## src/rtl/fesc_pkg.sv

```systemverilog
// constants, carriers and states shared by the fault event register block
// assumes: single core clock, byte-wide registers behind a serial slave port
package fesc_pkg;
	// ----------------------------------------
	// register offsets
	// ----------------------------------------
	localparam logic [7:0] FESC_OFS_EV1 = 8'h01; // first event byte, read clears
	localparam logic [7:0] FESC_OFS_EV2 = 8'h02; // second event byte, read clears
	localparam logic [7:0] FESC_OFS_STAT = 8'h03; // live status flags
	localparam logic [7:0] FESC_OFS_RSVD = 8'h04; // reserved slot, no function
	localparam logic [7:0] FESC_OFS_CMD = 8'h05; // action trigger
	localparam logic [7:0] FESC_OFS_MSK1 = 8'h06; // suppress mask for first event byte
	localparam logic [7:0] FESC_OFS_MSK2 = 8'h07; // suppress mask for second event byte
	localparam logic [7:0] FESC_OFS_CFG1 = 8'h08; // configuration byte with mask-all
	// ----------------------------------------
	// field layouts and reset values
	// ----------------------------------------
	localparam logic [7:0] FESC_EV1_USED = 8'hbd; // bits 7,5,4,3,2,0
	localparam logic [7:0] FESC_EV2_USED = 8'h7f; // bit 7 unused
	localparam logic [7:0] FESC_STAT_USED = 8'hfc; // bits 1,0 unused
	localparam logic [7:0] FESC_CFG1_USED = 8'hf8; // bits 2..0 unused
	localparam int FESC_CMD_APPLY_BIT = 1; // load staged voltage code
	localparam int FESC_CMD_ENABLE_BIT = 0; // enable main converter
	localparam int FESC_CFG1_MASK_ALL_BIT = 5; // global mask override
	localparam logic [7:0] FESC_EV_RESET = 8'h00;
	localparam logic [7:0] FESC_MASK_RESET = 8'h00;
	localparam logic [7:0] FESC_CFG1_RESET = 8'h28; // mask-all set after reset
	localparam logic [7:0] FESC_READ_ZERO = 8'h00; // unmapped and reserved reads
	localparam logic [10:0] FESC_VCODE_RESET = 11'h190; // applied voltage code after reset
	localparam logic [3:0] FESC_BITS_PER_BYTE = 4'h8; // data bits before the ack slot
	localparam logic [6:0] FESC_DEFAULT_ADDR = 7'h2a; // slave address, arbitrary value
	// ----------------------------------------
	// carriers
	// ----------------------------------------
	typedef struct packed {
		logic mode_change; // 7: current/voltage regulation swap
		logic pad6; // 6: unused
		logic sync_out_of_range; // 5: external sync clock out of range
		logic frequency_set_resistor_range; // 4: resistor probed out of range
		logic thermal_shutdown_hard; // 3
		logic thermal_shutdown_soft; // 2
		logic pad1; // 1: unused
		logic input_overvoltage_lockout; // 0
	} fesc_ev1_t;
	typedef struct packed {
		logic pad7; // 7: unused
		logic main_overcurrent; // 6
		logic main_overvoltage; // 5
		logic main_undervoltage; // 4: either cv or cc threshold
		logic aux_regulator_undervoltage; // 3
		logic bias_rail_overcurrent; // 2
		logic bias_rail_overvoltage; // 1
		logic bias_rail_undervoltage; // 0
	} fesc_ev2_t;
	typedef struct packed {
		logic sync_rate_too_fast; // 7
		logic sync_rate_too_slow; // 6
		logic bias_rail_full_duty; // 5
		logic main_current_mode; // 4: 1 current, 0 voltage regulation
		logic main_full_duty; // 3
		logic output_power_good; // 2
		logic [1:0] pad; // 1..0 unused
	} fesc_stat_t;
	// ----------------------------------------
	// serial slave states
	// ----------------------------------------
	typedef enum logic [2:0] {
		FESC_IDLE,
		FESC_ADDR,
		FESC_PTR,
		FESC_WDATA,
		FESC_RDATA,
		FESC_IGNORE
	} fesc_state_t;
endpackage

```

## src/rtl/fesc_regs.sv

```systemverilog
// fault event, status, command and mask registers behind a two-wire serial slave
// assumes: fault causes and status levels arrive asynchronously from analog blocks,
// the staged voltage code comes from logic on clk_i, sda is open drain outside
//
// Summary of operation
// - event2 bit6 set on main overcurrent
// - event2 bit5 set on main overvoltage
// - event2 bit4 set on main undervoltage
// - event2 bit3 set on aux regulator undervoltage
// - event2 bit2 set on bias rail overcurrent
// - bits1/0 bias over/undervoltage; bit7 reads zero
// - status byte live, read-only, bits1:0 zero
// - status bits7/6 sync rate fast/slow
// - status bit5 bias rail full duty
// - status bit4 current regulation mode
// - status bit3 main full duty
// - status bit2 output power good
// - location 4 reserved, reads zero, ignores writes
// - command write triggers bits written one
// - command bit1 applies staged code, reads zero
// - command bit0 enables main converter, resets zero
// - two masks map onto two event bytes
// - set mask bit blocks its interrupt
// - mask-all forces every mask bit one
// - mask1 bits 6 and 1 unused
// - read clears event bits whose cause ended
// - event1 bit layout of first byte
// - mask-all defaults to one after reset
`timescale 1ns/1ps
`default_nettype none
module fesc_regs #(
	parameter logic [6:0] SLAVE_ADDR = fesc_pkg::FESC_DEFAULT_ADDR // arbitrary default
) (
	input wire logic clk_i,
	input wire logic srst_i,
	input wire logic scl_i,
	input wire logic sda_i,
	output logic sda_o,
	output logic sda_oe_n_o,
	input wire fesc_pkg::fesc_ev1_t ev1_cause_i,
	input wire fesc_pkg::fesc_ev2_t ev2_cause_i,
	input wire fesc_pkg::fesc_stat_t stat_i,
	input wire logic [10:0] staged_code_i,
	output logic [10:0] output_voltage_code_o,
	output logic apply_voltage_code_o,
	output logic main_enable_o,
	output logic irq_o
);
	import fesc_pkg::*;

	// ----------------------------------------
	// elaboration check
	// ----------------------------------------
	// reserved general-call address cannot be served as a plain slave
	if (SLAVE_ADDR == 7'h00) begin : g_bad_addr
		$error("slave address zero is not allowed");
	end

	// ----------------------------------------
	// input synchronisers
	// ----------------------------------------
	logic scl_m, scl_s, scl_d; // scl meta, sync, delayed
	logic sda_m, sda_s, sda_d; // sda meta, sync, delayed
	fesc_ev1_t ev1_m, ev1_s; // first event causes
	fesc_ev2_t ev2_m, ev2_s; // second event causes
	fesc_stat_t stat_m, stat_s; // live status levels

	// two flops on every asynchronous level, a third on scl and sda for edge detection; the first stage is never read
	always_ff @(posedge clk_i) begin
		if (srst_i) begin
			{scl_m, scl_s, scl_d, sda_m, sda_s, sda_d} <= 6'h3f; // idle bus levels
			{ev1_m, ev1_s, ev2_m, ev2_s, stat_m, stat_s} <= 48'h0; // no causes
		end else begin
			{scl_d, scl_s, scl_m} <= {scl_s, scl_m, scl_i};
			{sda_d, sda_s, sda_m} <= {sda_s, sda_m, sda_i};
			{ev1_s, ev1_m} <= {ev1_m, ev1_cause_i};
			{ev2_s, ev2_m} <= {ev2_m, ev2_cause_i};
			{stat_s, stat_m} <= {stat_m, stat_i};
		end
	end
	// bus conditions from the settled copies
	logic scl_rise, scl_fall, bus_start, bus_stop;
	assign scl_rise = scl_s & ~scl_d;
	assign scl_fall = ~scl_s & scl_d;
	assign bus_start = scl_s & scl_d & sda_d & ~sda_s;
	assign bus_stop = scl_s & scl_d & ~sda_d & sda_s;

	// ----------------------------------------
	// register storage
	// ----------------------------------------
	logic [7:0] ev1_reg; // first event byte
	logic [7:0] ev2_reg; // second event byte
	logic [7:0] msk1_reg; // first suppress mask
	logic [7:0] msk2_reg; // second suppress mask
	logic [7:0] cfg1_reg; // configuration byte with mask-all
	logic enable_reg; // main converter enable
	logic apply_reg; // one-cycle apply pulse
	logic [10:0] vcode_reg; // voltage code in effect
	logic irq_reg; // interrupt output
	logic sda_o_reg; // open-drain data level, always low

	// serial engine
	fesc_state_t state_reg;
	logic [3:0] bit_cnt_reg; // rising edges seen in this byte
	logic ack_slot_reg; // inside the ninth bit
	logic rw_reg; // 1 read transfer
	logic [7:0] ptr_reg; // register pointer, auto increments
	logic [7:0] rx_reg; // received byte
	logic [7:0] tx_reg; // byte being sent
	logic mst_nack_reg; // host declined further read data
	logic sda_oe_n_reg; // low pulls sda low
	logic wr_stb_reg; // one-cycle register write
	logic [7:0] wr_addr_reg;
	logic [7:0] wr_data_reg;
	logic rd_clr1_reg; // first event byte was just loaded for read
	logic rd_clr2_reg; // second event byte was just loaded for read

	// ----------------------------------------
	// read data mux
	// ----------------------------------------
	logic [7:0] rd_val;
	always_comb begin
		rd_val = FESC_READ_ZERO;
		case (ptr_reg)
			FESC_OFS_EV1: rd_val = ev1_reg;
			FESC_OFS_EV2: rd_val = ev2_reg;
			FESC_OFS_STAT: rd_val = stat_s & FESC_STAT_USED;
			FESC_OFS_CMD: rd_val = {7'h00, enable_reg};
			FESC_OFS_MSK1: rd_val = msk1_reg;
			FESC_OFS_MSK2: rd_val = msk2_reg;
			FESC_OFS_CFG1: rd_val = cfg1_reg;
			default: rd_val = FESC_READ_ZERO;
		endcase
	end
	// ----------------------------------------
	// serial slave engine
	// ----------------------------------------
	// bytes are taken on scl rise; sda only changes on scl fall so we never
	// fake a start or stop while the host holds scl high
	always_ff @(posedge clk_i) begin
		if (srst_i) begin
			state_reg <= FESC_IDLE;
			bit_cnt_reg <= 4'h0;
			{ack_slot_reg, rw_reg, mst_nack_reg} <= 3'b000;
			sda_oe_n_reg <= 1'b1; // sda released
			{wr_stb_reg, rd_clr1_reg, rd_clr2_reg} <= 3'b000; // no pulses
			{ptr_reg, rx_reg, tx_reg, wr_addr_reg, wr_data_reg} <= 40'h0;
		end else begin
			wr_stb_reg <= 1'b0;
			rd_clr1_reg <= 1'b0;
			rd_clr2_reg <= 1'b0;
			if (bus_start) begin
				// start or repeated start: pointer is kept
				state_reg <= FESC_ADDR;
				bit_cnt_reg <= 4'h0;
				ack_slot_reg <= 1'b0;
				sda_oe_n_reg <= 1'b1;
			end else if (bus_stop) begin
				state_reg <= FESC_IDLE;
				ack_slot_reg <= 1'b0;
				sda_oe_n_reg <= 1'b1;
			end else if (state_reg != FESC_IDLE && state_reg != FESC_IGNORE) begin
				if (scl_rise) begin
					if (bit_cnt_reg == FESC_BITS_PER_BYTE) begin
						mst_nack_reg <= sda_s; // host ack slot
						bit_cnt_reg <= 4'h0;
					end else begin
						rx_reg <= {rx_reg[6:0], sda_s};
						bit_cnt_reg <= bit_cnt_reg + 4'h1;
					end
				end else if (scl_fall) begin
					if (bit_cnt_reg == FESC_BITS_PER_BYTE && !ack_slot_reg) begin
						ack_slot_reg <= 1'b1;
						case (state_reg)
							FESC_ADDR: begin
								if (rx_reg[7:1] == SLAVE_ADDR) begin
									sda_oe_n_reg <= 1'b0;
									rw_reg <= rx_reg[0];
								end else begin
									state_reg <= FESC_IGNORE; // not for us
								end
							end
							FESC_PTR: begin
								ptr_reg <= rx_reg;
								sda_oe_n_reg <= 1'b0;
							end
							FESC_WDATA: begin
								wr_stb_reg <= 1'b1;
								wr_addr_reg <= ptr_reg;
								wr_data_reg <= rx_reg;
								ptr_reg <= ptr_reg + 8'h01;
								sda_oe_n_reg <= 1'b0;
							end
							default: begin
								sda_oe_n_reg <= 1'b1; // read: host acks
							end
						endcase
					end else if (bit_cnt_reg == 4'h0 && ack_slot_reg) begin
						ack_slot_reg <= 1'b0;
						if ((state_reg == FESC_ADDR && rw_reg) ||
							(state_reg == FESC_RDATA && !mst_nack_reg)) begin
							// load next byte; event bytes clear one clock after this load
							state_reg <= FESC_RDATA;
							tx_reg <= rd_val;
							rd_clr1_reg <= (ptr_reg == FESC_OFS_EV1);
							rd_clr2_reg <= (ptr_reg == FESC_OFS_EV2);
							ptr_reg <= ptr_reg + 8'h01;
							sda_oe_n_reg <= rd_val[7];
						end else if (state_reg == FESC_RDATA) begin
							state_reg <= FESC_IGNORE; // host ended the read
							sda_oe_n_reg <= 1'b1;
						end else begin
							sda_oe_n_reg <= 1'b1;
							if (state_reg == FESC_ADDR) begin
								state_reg <= FESC_PTR;
							end else if (state_reg == FESC_PTR) begin
								state_reg <= FESC_WDATA;
							end
						end
					end else if (state_reg == FESC_RDATA && !ack_slot_reg) begin
						// shift out next data bit, msb first
						sda_oe_n_reg <= tx_reg[3'(4'h7 - bit_cnt_reg)];
					end
				end
			end
		end
	end
	// ----------------------------------------
	// event bytes
	// ----------------------------------------
	// causes still present re-set in the same cycle, so a read never loses
	// an event that is active while the byte is being cleared
	always_ff @(posedge clk_i) begin
		if (srst_i) begin
			{ev1_reg, ev2_reg} <= {FESC_EV_RESET, FESC_EV_RESET};
		end else begin
			ev1_reg <= ((rd_clr1_reg ? (ev1_reg & ev1_s) : ev1_reg) | ev1_s)
				& FESC_EV1_USED;
			ev2_reg <= ((rd_clr2_reg ? (ev2_reg & ev2_s) : ev2_reg) | ev2_s)
				& FESC_EV2_USED;
		end
	end
	// ----------------------------------------
	// masks and configuration
	// ----------------------------------------
	always_ff @(posedge clk_i) begin
		if (srst_i) begin
			msk1_reg <= FESC_MASK_RESET;
			msk2_reg <= FESC_MASK_RESET;
			cfg1_reg <= FESC_CFG1_RESET;
		end else if (wr_stb_reg) begin
			case (wr_addr_reg)
				FESC_OFS_MSK1: msk1_reg <= wr_data_reg & FESC_EV1_USED;
				FESC_OFS_MSK2: msk2_reg <= wr_data_reg & FESC_EV2_USED;
				FESC_OFS_CFG1: cfg1_reg <= wr_data_reg & FESC_CFG1_USED;
				default: begin
				end // reserved and read-only locations ignore writes
			endcase
		end
	end
	// ----------------------------------------
	// command actions
	// ----------------------------------------
	// apply is a pulse only; the command byte never stores it
	always_ff @(posedge clk_i) begin
		if (srst_i) begin
			enable_reg <= 1'b0;
			apply_reg <= 1'b0;
		end else begin
			apply_reg <= wr_stb_reg && wr_addr_reg == FESC_OFS_CMD &&
				wr_data_reg[FESC_CMD_APPLY_BIT];
			if (wr_stb_reg && wr_addr_reg == FESC_OFS_CMD) begin
				enable_reg <= wr_data_reg[FESC_CMD_ENABLE_BIT];
			end
		end
	end
	// voltage code in effect follows the staged code only on apply
	always_ff @(posedge clk_i) begin
		if (srst_i) begin
			vcode_reg <= FESC_VCODE_RESET;
		end else if (apply_reg) begin
			vcode_reg <= staged_code_i;
		end
	end
	// ----------------------------------------
	// interrupt
	// ----------------------------------------
	logic [7:0] eff_msk1, eff_msk2; // masks after mask-all override
	assign eff_msk1 = cfg1_reg[FESC_CFG1_MASK_ALL_BIT] ? 8'hff : msk1_reg;
	assign eff_msk2 = cfg1_reg[FESC_CFG1_MASK_ALL_BIT] ? 8'hff : msk2_reg;
	// any unmasked latched event raises the line one clock later
	always_ff @(posedge clk_i) begin
		if (srst_i) begin
			{irq_reg, sda_o_reg} <= 2'b00;
		end else begin
			irq_reg <= |(ev1_reg & ~eff_msk1) | |(ev2_reg & ~eff_msk2);
			sda_o_reg <= 1'b0; // open drain only ever pulls low
		end
	end
	assign sda_o = sda_o_reg;
	assign sda_oe_n_o = sda_oe_n_reg;
	assign output_voltage_code_o = vcode_reg;
	assign apply_voltage_code_o = apply_reg;
	assign main_enable_o = enable_reg;
	assign irq_o = irq_reg;
endmodule
`default_nettype wire

```

## config.mk

```make
export PLATFORM = sky130hd
export DESIGN_NAME = fesc_regs
export DESIGN_NICKNAME = d
export VERILOG_FILES = /design/src/rtl/fesc_pkg.sv /design/src/rtl/fesc_regs.sv
export SDC_FILE = /design/constraint.sdc
export NUM_CORES = 1
export LEC_CHECK = 0
export BUFFER_PORTS_ARGS = -buffer_cell sky130_fd_sc_hd__buf_2
export CORE_ASPECT_RATIO = 0.8
export CORE_MARGIN = 4
export CORE_UTILIZATION = 59
export DETAILED_ROUTE_END_ITERATION = 8
export PLACE_DENSITY = 0.84
export SETUP_SLACK_MARGIN = 0.2
export SLEW_MARGIN = 10
export SYNTH_ARGS = -nofsm -noshare
export SYNTH_HDL_FRONTEND = slang
export SYNTH_SLANG_ARGS = --single-unit
```

## constraint.sdc

```tcl
create_clock -name clk_i -period 3.2 [get_ports clk_i]
set_input_delay 0.32 -clock clk_i [delete_from_list [all_inputs] [get_ports clk_i]]
set_output_delay 0.32 -clock clk_i [all_outputs]
set_load 0.05 [all_outputs]
```

==> results of run 1 <==
[logic make-up after synthesis]
kind of cell,share of synthesized area (%)
AOI/OAI and AO/OA,13.9
xor gates and xnor gates,0.453
adders and majority gates,1.29
buffers and inverters,4.31
DFF,49.3
muxes,8.23
other,0.0646
and+or+nand+nor,22.5
[routing by layer]
layer	track usage [%]	routed length, µm
met5	0	0
met1	31.2	5790
met4	7.21	189
met2	34.5	5900
met3	8.24	1150
[worst min-delay path by stage]
stage          start    end  slack [ns]
6_report       sda_i  sda_m        0.09
5_1_grt        sda_i  sda_m        0.09
4_1_cts        sda_i  sda_m        0.08
3_5_place_dp   scl_m  scl_s        0.40
3_3_place_gp   scl_m  scl_s        0.39
2_1_floorplan  scl_m  scl_s        0.39
[critical path, delay by kind of cell (launching register included)]
family / cells / cell delay, ns
compound gates: 2 / 0.52
fa+ha+maj: 1 / 0.33
buf+inv: 1 / 0.12
flops: 1 / 0.40
simple gates: 3 / 1.00
[through the flow]
step,power [mW],setup WS [ns],instance area [µm²]
4_1_cts,3.77,0.796,6650
6_report,3.76,0.765,6650
2_1_floorplan,1.95,1.02,5810
3_5_place_dp,1.99,0.805,6100
3_3_place_gp,1.98,0.915,6100
5_1_grt,3.88,0.564,6650
[area by class of cell]
| class | instances | share of cell area (%) |
|---|---|---|
| well taps | 119 | 2.24 |
| repair buffers | 56 | 4.55 |
| multi-input cells | 432 | 40.5 |
| clock inverters | 14 | 1.81 |
| flip-flops and latches | 143 | 43.0 |
| inverters | 25 | 1.41 |
| clock buffers | 18 | 6.45 |
[power groups by stage]
stage,sequential (mW),combinational (mW),clock [mW]
floorplan,1.87,0.0813,0
global placement,1.87,0.106,0
detailed placement,1.87,0.111,0
CTS,1.84,0.112,1.82
global route,1.84,0.125,1.91
finish,1.84,0.112,1.81
[cell usage in the layout (no fill, tap or decap), drive strengths merged, types with 3 or more instances in the layout]
cell type / count
dfxtp: 143
nor2: 70
buf: 56
nand2: 55
a21oi: 52
nor2b: 51
mux2i: 41
inv: 26
o21ai: 20
clkbuf: 18
nor3: 16
nand2b: 8
or2: 8
a221oi: 7
clkinvlp: 7
nor3b: 6
or3: 6
a22oi: 6
ha: 6
nand3: 6
a211o: 5
clkinv: 5
nor4: 4
nand3b: 4
a31oi: 4
a222oi: 4
o22ai: 4
xor2: 3
nor4bb: 3
[Yosys cell counts, drive strengths merged, types with 3 or more instances]
master	instances
a222oi	4
dfxtp	143
nor3	16
nor4	4
a31oi	4
nand2b	8
a221oi	7
ha	6
a22oi	6
clkbuf	29
a211o	5
inv	25
nor3b	6
nor4bb	3
nor2b	51
xor2	3
or3	6
nor2	70
nand2	55
a21oi	52
nand3	6
nand3b	4
buf	10
mux2i	41
o21ai	20
or2	8
o22ai	4
==> metrics, run 1 <==
Buffers on Ports=48; die footprint=around 0.012 mm²; FMAX=0.411 GHz; initial antenna violation count=0; largest area contributor in the netlist=dfxtp_1; Flop pwr share=between 40% and 50%; fill cell count=721; Core ar.=0.00961 mm²; Clock Sinks=143; height of the die=96.7 µm; multi-input logic area=roughly 0.0027 mm²; Tmin final=between 2 and 2.5 ns; Remaining Overflow, GRT=0; Hold Crit Class=in -> reg; Post-Route Setup TNS=0 ns; GRT Total Usage=between 20 and 25%; Data required, critical path=around 3.5 ns; switch share=approximately 22%; top cells by area, synth=dfxtp_1 (49%), mux2i_1 (7.1%), nor2b_1 (5.5%); register clock-pin slew on the reported worst setup and hold paths=0.06 ns; via density per instance=between 5 and 6; FF-to-FF End=tx_reg[2]; Clk network pwr share=between 40% and 50%; DRC=0; max FFs per register=11; Synth cell types=between 60 and 70; Final Hold Vio Count=0; CP Cell Sequence=inv_1 > ha_1 > nand4bb_1 > a211oi_4 > nand3_2 > or4_4 > o21ai_1; Die W=119 µm; Pre-Repair DR Iteration Count=6; RR Startpoint=bit_cnt_reg[0]; GPL Wtd Cong=around 0.9; vias in the first global route=around 4.5k; Cell Int Power=a little under 3 mW; number of synthesis warnings=0; Post-Syn Nets=684; Max clock buf depth=2; worst setup path end=tx_reg[2]; Async SR Flop Fraction=0%; DP Cell Count=775; CP Launch Point=bit_cnt_reg[0]; Tcrit/Tclk final=between 70% and 80%; slew of the pin with the lowest slew margin=0.764 ns; Hold Slack=a little under 0.09 ns; Gate Count Post-Synth=between 600 and 700; share of the synthesized area in the top cell type=about half; root buf cell=clkbuf_16; Sw Pwr=about 830 µW; row count=32; static leakage=about 2.5 nW; num ports=55; first-pass GRT wire length=21500 µm; Final Skew=between 0.007 and 0.008 ns; max_cap viols=0; Logic pwr share=under 10%; hold_buf cts=0; max-slew violations=0; r2r setup slk=0.77 ns; PD cells=between 500 and 600 mW/mm²; post-route insts no fill=807; CTS tree=done; share of post-route cells with drive strength above 1=between 10% and 20%; Post-Synthesis Mean Instance Area=around 9.1 µm²; ant diodes=0; largest net degree at the start of global routing=76; Setup Buffers After CTS=0; Util after Layout=between 60% and 70%; post-synth design cell area=around 0.0058 mm²; Clock H-tree levels=4; total CTS buffers=17; slowest CP cell=or4_4; DP HPWL=between 8000 and 9000 µm; ANT nets after route=0; Reg2Reg Depth=7; critical path fanouts, max=9; hold depth=2; FF/Latch Area=roughly 0.0029 mm²; Max VDD drop=~0.00040 V; WS Path Type=reg -> reg; DR WL/cell=around 16 µm; Post-CTS Resized=0; crit-path max cell delay=~0.6 ns; ys flop type=dfxtp_1; final setup vio count=0; post-synthesis sequential area ratio=around 49%; Layout Nets=slightly above 700; status=finished clean; Post-Route WL=about 13000 µm; RSZ-0062 raised after global routing=false; vias=between 4k and 5k; violation count after the first detailed-routing iteration=around 630; Initial Util=60.4%; FF+latch count, synth=~140; Post-synth EDFFs=0; crit path DAT=2.77 ns; crit end category=register; startpoint types=register; Clock Latency Late Sink=between 0.4 and 0.5 ns; Worst slew margin=about 49%; synth-to-layout area growth=14.5%
Power figures use the tool's default switching activity.
==> inputs of run 2 (changes only) <==
==> constraint.sdc (replaced) <==
create_clock -name clk_i -period 2.55 [get_ports clk_i]
set_input_delay 0.255 -clock clk_i [delete_from_list [all_inputs] [get_ports clk_i]]
set_output_delay 0.255 -clock clk_i [all_outputs]
set_load 0.05 [all_outputs]
==> metrics, run 2 (synthesis gave the netlist of run 1 again) <==
Clock H-tree levels=4 (unchanged); Data required, critical path=2.89 ns (-0.64 ns); RSZ-0062 raised after global routing=true; largest net degree at the start of global routing=46 (-39%); Worst slew margin=21.3% (-27 points); DP HPWL=8890 µm (+0.84%); Clock Sinks=143 (unchanged); Core ar.=0.00961 mm² (unchanged); GPL Wtd Cong=0.909 (-0.21%); Sw Pwr=1.02 mW (+22%); startpoint types=register; Flop pwr share=44.6% (-4.2 points); vias=4754 (+1.1%); ANT nets after route=0 (unchanged); via density per instance=5.85 (+0.46%); dpl cell area=0.00615 mm² (+0.74%); Buffers on Ports=48 (unchanged); Util after Layout=70.9% (+1.7 points); max-slew violations=0 (unchanged); max FFs per register=11 (unchanged); Clk network pwr share=52.6% (+4.4 points); Pre-Repair DR Iteration Count=8 (+2); Tcrit/Tclk final=87.2% (+11 points); Hold Crit Class=in -> reg; Tmin final=2.22 ns (-0.210 ns); row count=32 (unchanged); Final Skew=0.00847 ns (+0.000591 ns); DR top layer=met4; Initial Util=60.4% (unchanged); total CTS buffers=17 (unchanged); DRC=0 (unchanged); met2 wire length=6130 µm (+3.8%); first-pass GRT wire length=22100 µm (+2.6%); Remaining Overflow, GRT=0 (unchanged); height of the die=96.7 µm (unchanged); Post-Route WL=13600 µm (+4.4%); WS Path Type=reg -> reg; design area=0.00681 mm² (+2.4%); most common cell after layout, fill and taps aside=dfxtp_1; initial antenna violation count=1 (+1); r2r setup slk=0.33 ns (-0.44 ns); Cell Int Power=4.15 mW (+42%); most frequent cells in the layout=dfxtp_1 (143), nor2_1 (70), nand2_1 (55); slew of the pin with the lowest slew margin=1.18 ns (+0.411 ns); Die W=119 µm (unchanged); final setup vio count=0 (unchanged); violation count after the first detailed-routing iteration=566 (-10%); Logic pwr share=2.8% (-0.2 points); synth-to-layout area growth=17.3%; register clock-pin slew on the reported worst setup and hold paths=0.06 ns (about the same); status=finished clean; static leakage=2.60 nW (+3.9%); Clock Latency Late Sink=0.42 ns (about the same); Layout Nets=726 (+0.83%); Place WS=0.268 ns (-0.537 ns); PD cells=759 mW/mm² (+34%); Max VDD drop=0.000573 V (+42%); num ports=55 (unchanged); Post-Route Setup TNS=0 ns (unchanged); post-route insts no fill=812 (+0.62%); Max clock buf depth=2 (unchanged); Met1 Routed Length=5900 µm (+1.8%); DP Cell Count=781 (+0.77%); FMAX=0.450 GHz (+9.4%); met3 WL=1330 µm (+16%); ant diodes=0 (unchanged); die footprint=0.0115 mm² (unchanged); fin worst setup slack=0.325 ns (-0.440 ns); share of post-route cells with drive strength above 1=16.2% (+0.90 points); crit path DAT=2.57 ns (-0.20 ns); max_cap viols=0 (unchanged); vias in the first global route=4569 (+2.4%); crit end category=register; GRT Total Usage=23.8% (+0.79 points); CTS tree=done; critical path fanouts, max=7 (-2); root buf cell=clkbuf_16; Final Hold Vio Count=0 (unchanged); DR WL/cell=16.8 µm (+3.8%); switch share=19.7% (-2.4 points)
[run 2: cell count changes in the layout (fill, tap and decap cells not counted), sizes merged]
| cell | previous run | this run |
|---|---|---|
| bufinv | 1 | 5 |
| inv | 26 | 25 |
| buf | 56 | 62 |
| clkbuf | 18 | 21 |
| clkinv | 5 | 3 |
| clkinvlp | 7 | 2 |
[run 2: routing by layer]
layer / up-vias / global-route usage, %
li1: 2284 / -
met1: 2214 / 31.0
met2: 224 / 36.9
met3: 32 / 8.01
met4: 0 / 8.90
met5: - / 0
[run 2: area by class of cell]
type / count / area, µm²
Sequential cell: 143 / 2860
Fill cell: 712 / 2800
Multi-Input combinational cell: 432 / 2700
Clock buffer: 21 / 470
Timing Repair Buffer: 62 / 348
Clock inverter: 10 / 184
Tap cell: 119 / 149
Inverter: 25 / 93.8
[run 2: final timing paths]
| path | startpoint | endpoint | cells after the start |
|---|---|---|---|
| min | sda_i | sda_m | 2 |
| max | bit_cnt_reg[1] | tx_reg[6] | 7 |
| max reg2reg | bit_cnt_reg[1] | tx_reg[6] | 7 |
| min reg2reg | scl_m | scl_s | 1 |
[run 2: power by group through the flow]
stage / sequential (mW) / combinational [mW] / clock, mW
after floorplan: 2.34 / 0.102 / 0
after global placement: 2.35 / 0.135 / 0
after detailed placement: 2.35 / 0.140 / 0
after CTS: 2.30 / 0.142 / 2.73
after global routing: 2.31 / 0.159 / 2.84
final: 2.31 / 0.143 / 2.72
[run 2: what timing repair did]
item / 4_1_cts / 5_1_grt
gates resized for setup: 0 / 2
setup buffers: 0 / 0
hold buffers: 0 / 0
endpoints found under the setup margin: 0 / 8
[run 2: through the flow]
stage                     hold WS [ns]  total power [mW]
after CTS                       0.0128              5.18
after detailed placement         0.397              2.49
final                           0.0201              5.17
after global routing            0.0267              5.30
after floorplan                  0.359              2.44
after global placement           0.395              2.48
[run 2: worst max-delay path: stages, from the launching register on]
cell       delay, ns
dfxtp_1         0.37
inv_1           0.11
ha_1            0.21
nand4bb_1       0.19
a211oi_4        0.35
nand3_2         0.18
or4_4           0.60
o21ai_1         0.16
==> inputs of run 3 (changes only) <==
--- a/config.mk
+++ b/config.mk
@@ -5,12 +5,12 @@
 export SDC_FILE = /design/constraint.sdc
 export NUM_CORES = 1
 export LEC_CHECK = 0
-export BUFFER_PORTS_ARGS = -buffer_cell sky130_fd_sc_hd__buf_2
 export CORE_ASPECT_RATIO = 0.8
 export CORE_MARGIN = 4
-export CORE_UTILIZATION = 59
+export CORE_UTILIZATION = 57
 export DETAILED_ROUTE_END_ITERATION = 8
-export PLACE_DENSITY = 0.84
+export DONT_BUFFER_PORTS = 1
+export PLACE_DENSITY = 0.8
 export SETUP_SLACK_MARGIN = 0.2
 export SLEW_MARGIN = 10
 export SYNTH_ARGS = -nofsm -noshare
==> constraint.sdc (replaced) <==
create_clock -name clk_i -period 2 [get_ports clk_i]
set_input_delay 0.2 -clock clk_i [delete_from_list [all_inputs] [get_ports clk_i]]
set_output_delay 0.2 -clock clk_i [all_outputs]
set_load 0.05 [all_outputs]
==> metrics, run 3 (synthesis gave the netlist of run 1 again) <==
status=complete, but fails checks; failing checks=design-rule violations; initial antenna violation count=0 (-1); RR Startpoint=state_reg[2]; switch share=20.9% (+1.2 points); CTS tree=done; vias in the first global route=5380 (+18%); static leakage=3.00 nW (+15%); largest net degree at the start of global routing=135 (+190%); Final Hold Vio Count=0 (unchanged); final setup vio count=0 (unchanged); Worst slew margin=65.1% (+44 points); max FFs per register=11 (unchanged); vias=5333 (+12%); min-delay src=srst_i; die footprint=0.0119 mm² (+3.2%); root buf cell=clkbuf_16; Clk network pwr share=52.5% (about the same); Logic pwr share=3.6% (+0.8 points); Core ar.=0.00977 mm² (+1.7%); Post-Route WL=16900 µm (+24%); total CTS buffers=17 (unchanged); Buffers on Ports=0 (-100%); PD cells=861 mW/mm² (+14%); Initial Util=59.4% (-0.99 points); slew of the pin with the lowest slew margin=0.522 ns (-0.653 ns); Layout Nets=783 (+7.9%); fill cell count=602 (-15%); Flop pwr share=43.8% (-0.8 points); Max clock buf depth=2 (unchanged); num ports=55 (unchanged); Buf/Inv on CP=0 (-1); hold depth=3 (+1); Worst path depth=5 (-2); WS Path Type=reg -> reg; slowest CP cell=or4_4; DRC=27 (+27); post-route insts no fill=887 (+9.2%); FMAX=0.521 GHz (+16%); ant diodes=0 (unchanged); max-slew violations=0 (unchanged); multi-input logic area=0.00287 mm² (+6.2%); critical path fanouts, max=7 (unchanged); Cell Int Power=5.30 mW (+28%); DP Cell Count=766 (-1.9%); CP Launch Point=state_reg[2]; row count=32 (unchanged); CP Cell Sequence=or3b_4 > a211oi_4 > nand3_2 > or4_4 > o21ai_1; Clock Latency Late Sink=0.43 ns (about the same); ANT nets after route=0 (unchanged); Remaining Overflow, GRT=0 (unchanged); Die W=121 µm (+1.6%); crit path DAT=2.27 ns (-0.30 ns); share of post-route cells with drive strength above 1=17.7% (+1.5 points); Max VDD drop=0.000825 V (+44%); GPL Wtd Cong=0.952 (+4.7%); Tcrit/Tclk final=96.0% (+8.8 points); Clock Sinks=143 (unchanged); Hold Crit Class=in -> reg; Tmin final=1.92 ns (-0.304 ns); Design Power=6.71 mW (+30%); violation count after the first detailed-routing iteration=707 (+25%); Util after Layout=79.7% (+8.8 points); Clock H-tree levels=4 (unchanged); most frequent cells in the layout=dfxtp_1 (132), dlygate4sd3_1 (77), nor2_1 (70); crit end category=register; Sw Pwr=1.40 mW (+38%); Data required, critical path=2.35 ns (-0.54 ns); height of the die=98.3 µm (+1.6%); max_cap viols=0 (unchanged); via density per instance=6.01 (+2.7%); RSZ-0062 raised after global routing=true; first-pass GRT wire length=26700 µm (+21%); Largest delay share family, worst path=simple AND/OR/NAND/NOR gates; Hold Slack=0.0117 ns (-0.00839 ns); DP HPWL=8700 µm (-2.1%); register clock-pin slew on the reported worst setup and hold paths=0.06 ns (about the same); Final Skew=0.00694 ns (-0.00153 ns); FF/Latch Area=0.00288 mm² (+0.66%); Post-Route Setup TNS=0 ns (unchanged); Pre-Repair DR Iteration Count=9 (+1); startpoint types=register; crit-path max cell delay=0.49 ns (-0.11 ns); DR WL/cell=19.0 µm (+14%); synth-to-layout area growth=34.1%; GRT Total Usage=28.3% (+4.5 points); Reg2Reg Depth=5 (-2); most common cell after layout, fill and taps aside=dfxtp_1
-- run 3: changes by cell type in the layout (fill, tap and decap cells not counted), moves of 3 or more --
cell,change
a21oi_2,+4
nor3_1,-3
buf_6,+4
o21ai_0,-4
dfxtp_1,-11
o21ai_2,+4
clkinv_4,+3
buf_2,-46
dlygate4sd3_1,+77
dfxtp_2,+9
a21oi_1,-4
buf_4,+20
-- run 3: metrics by stage --
step	area [µm²]	setup WS, ns
after CTS	7650	0.142
after detailed placement	6080	-0.0430
after global routing	7790	0.0386
after global placement	6080	0.0910
after floorplan	5850	0.103
final	7790	0.0794
-- run 3: final timing paths --
| check | endpoint | slack (ns) |
|---|---|---|
| max reg2reg | tx_reg[0] | 0.08 |
| min reg2reg | wr_addr_reg[3] | 0.46 |
| min | ptr_reg[2] | 0.01 |
| max | tx_reg[0] | 0.08 |
-- run 3: layer usage --
layer	routed length [µm]	vias up	GRT usage [%]	share of wire, %
li1	-	2403	-	-
met1	6570	2502	34.9	39
met2	8030	340	46.2	48
met3	1550	88	7.12	9.2
met4	722	0	13.6	4.3
met5	0	-	0	0
-- run 3: worst reg2reg max path, cell delays in order, from the launching register on --
cell	delay [ns]
dfxtp_4	0.37
or3b_4	0.41
a211oi_4	0.29
nand3_2	0.11
or4_4	0.49
o21ai_1	0.17
-- run 3: final cells by class --
class | instances | share of cell area, %
clock inverters | 12 | 2.67
inverters | 25 | 1.21
clock buffers | 20 | 5.74
flip-flops and latches | 143 | 37.0
multi-input cells | 432 | 36.9
well taps | 136 | 2.19
repair buffers | 119 | 14.3
-- run 3: timing repair --
action	CTS	global route
hold endpoints to repair	129	57
setup endpoints to repair	22	66
hold buffers	77	1
setup buffers	9	1
gates resized for setup	19	30
cloned	0	1
pin swaps	4	4
-- run 3: power by group through the flow --
stage	Clock (mW)	Combinational (mW)	Sequential (mW)
after global routing	3.66	0.264	2.94
after floorplan	0	0.131	2.98
after CTS	3.50	0.199	2.93
after global placement	0	0.108	3.00
after detailed placement	0	0.113	3.00
final	3.52	0.243	2.94
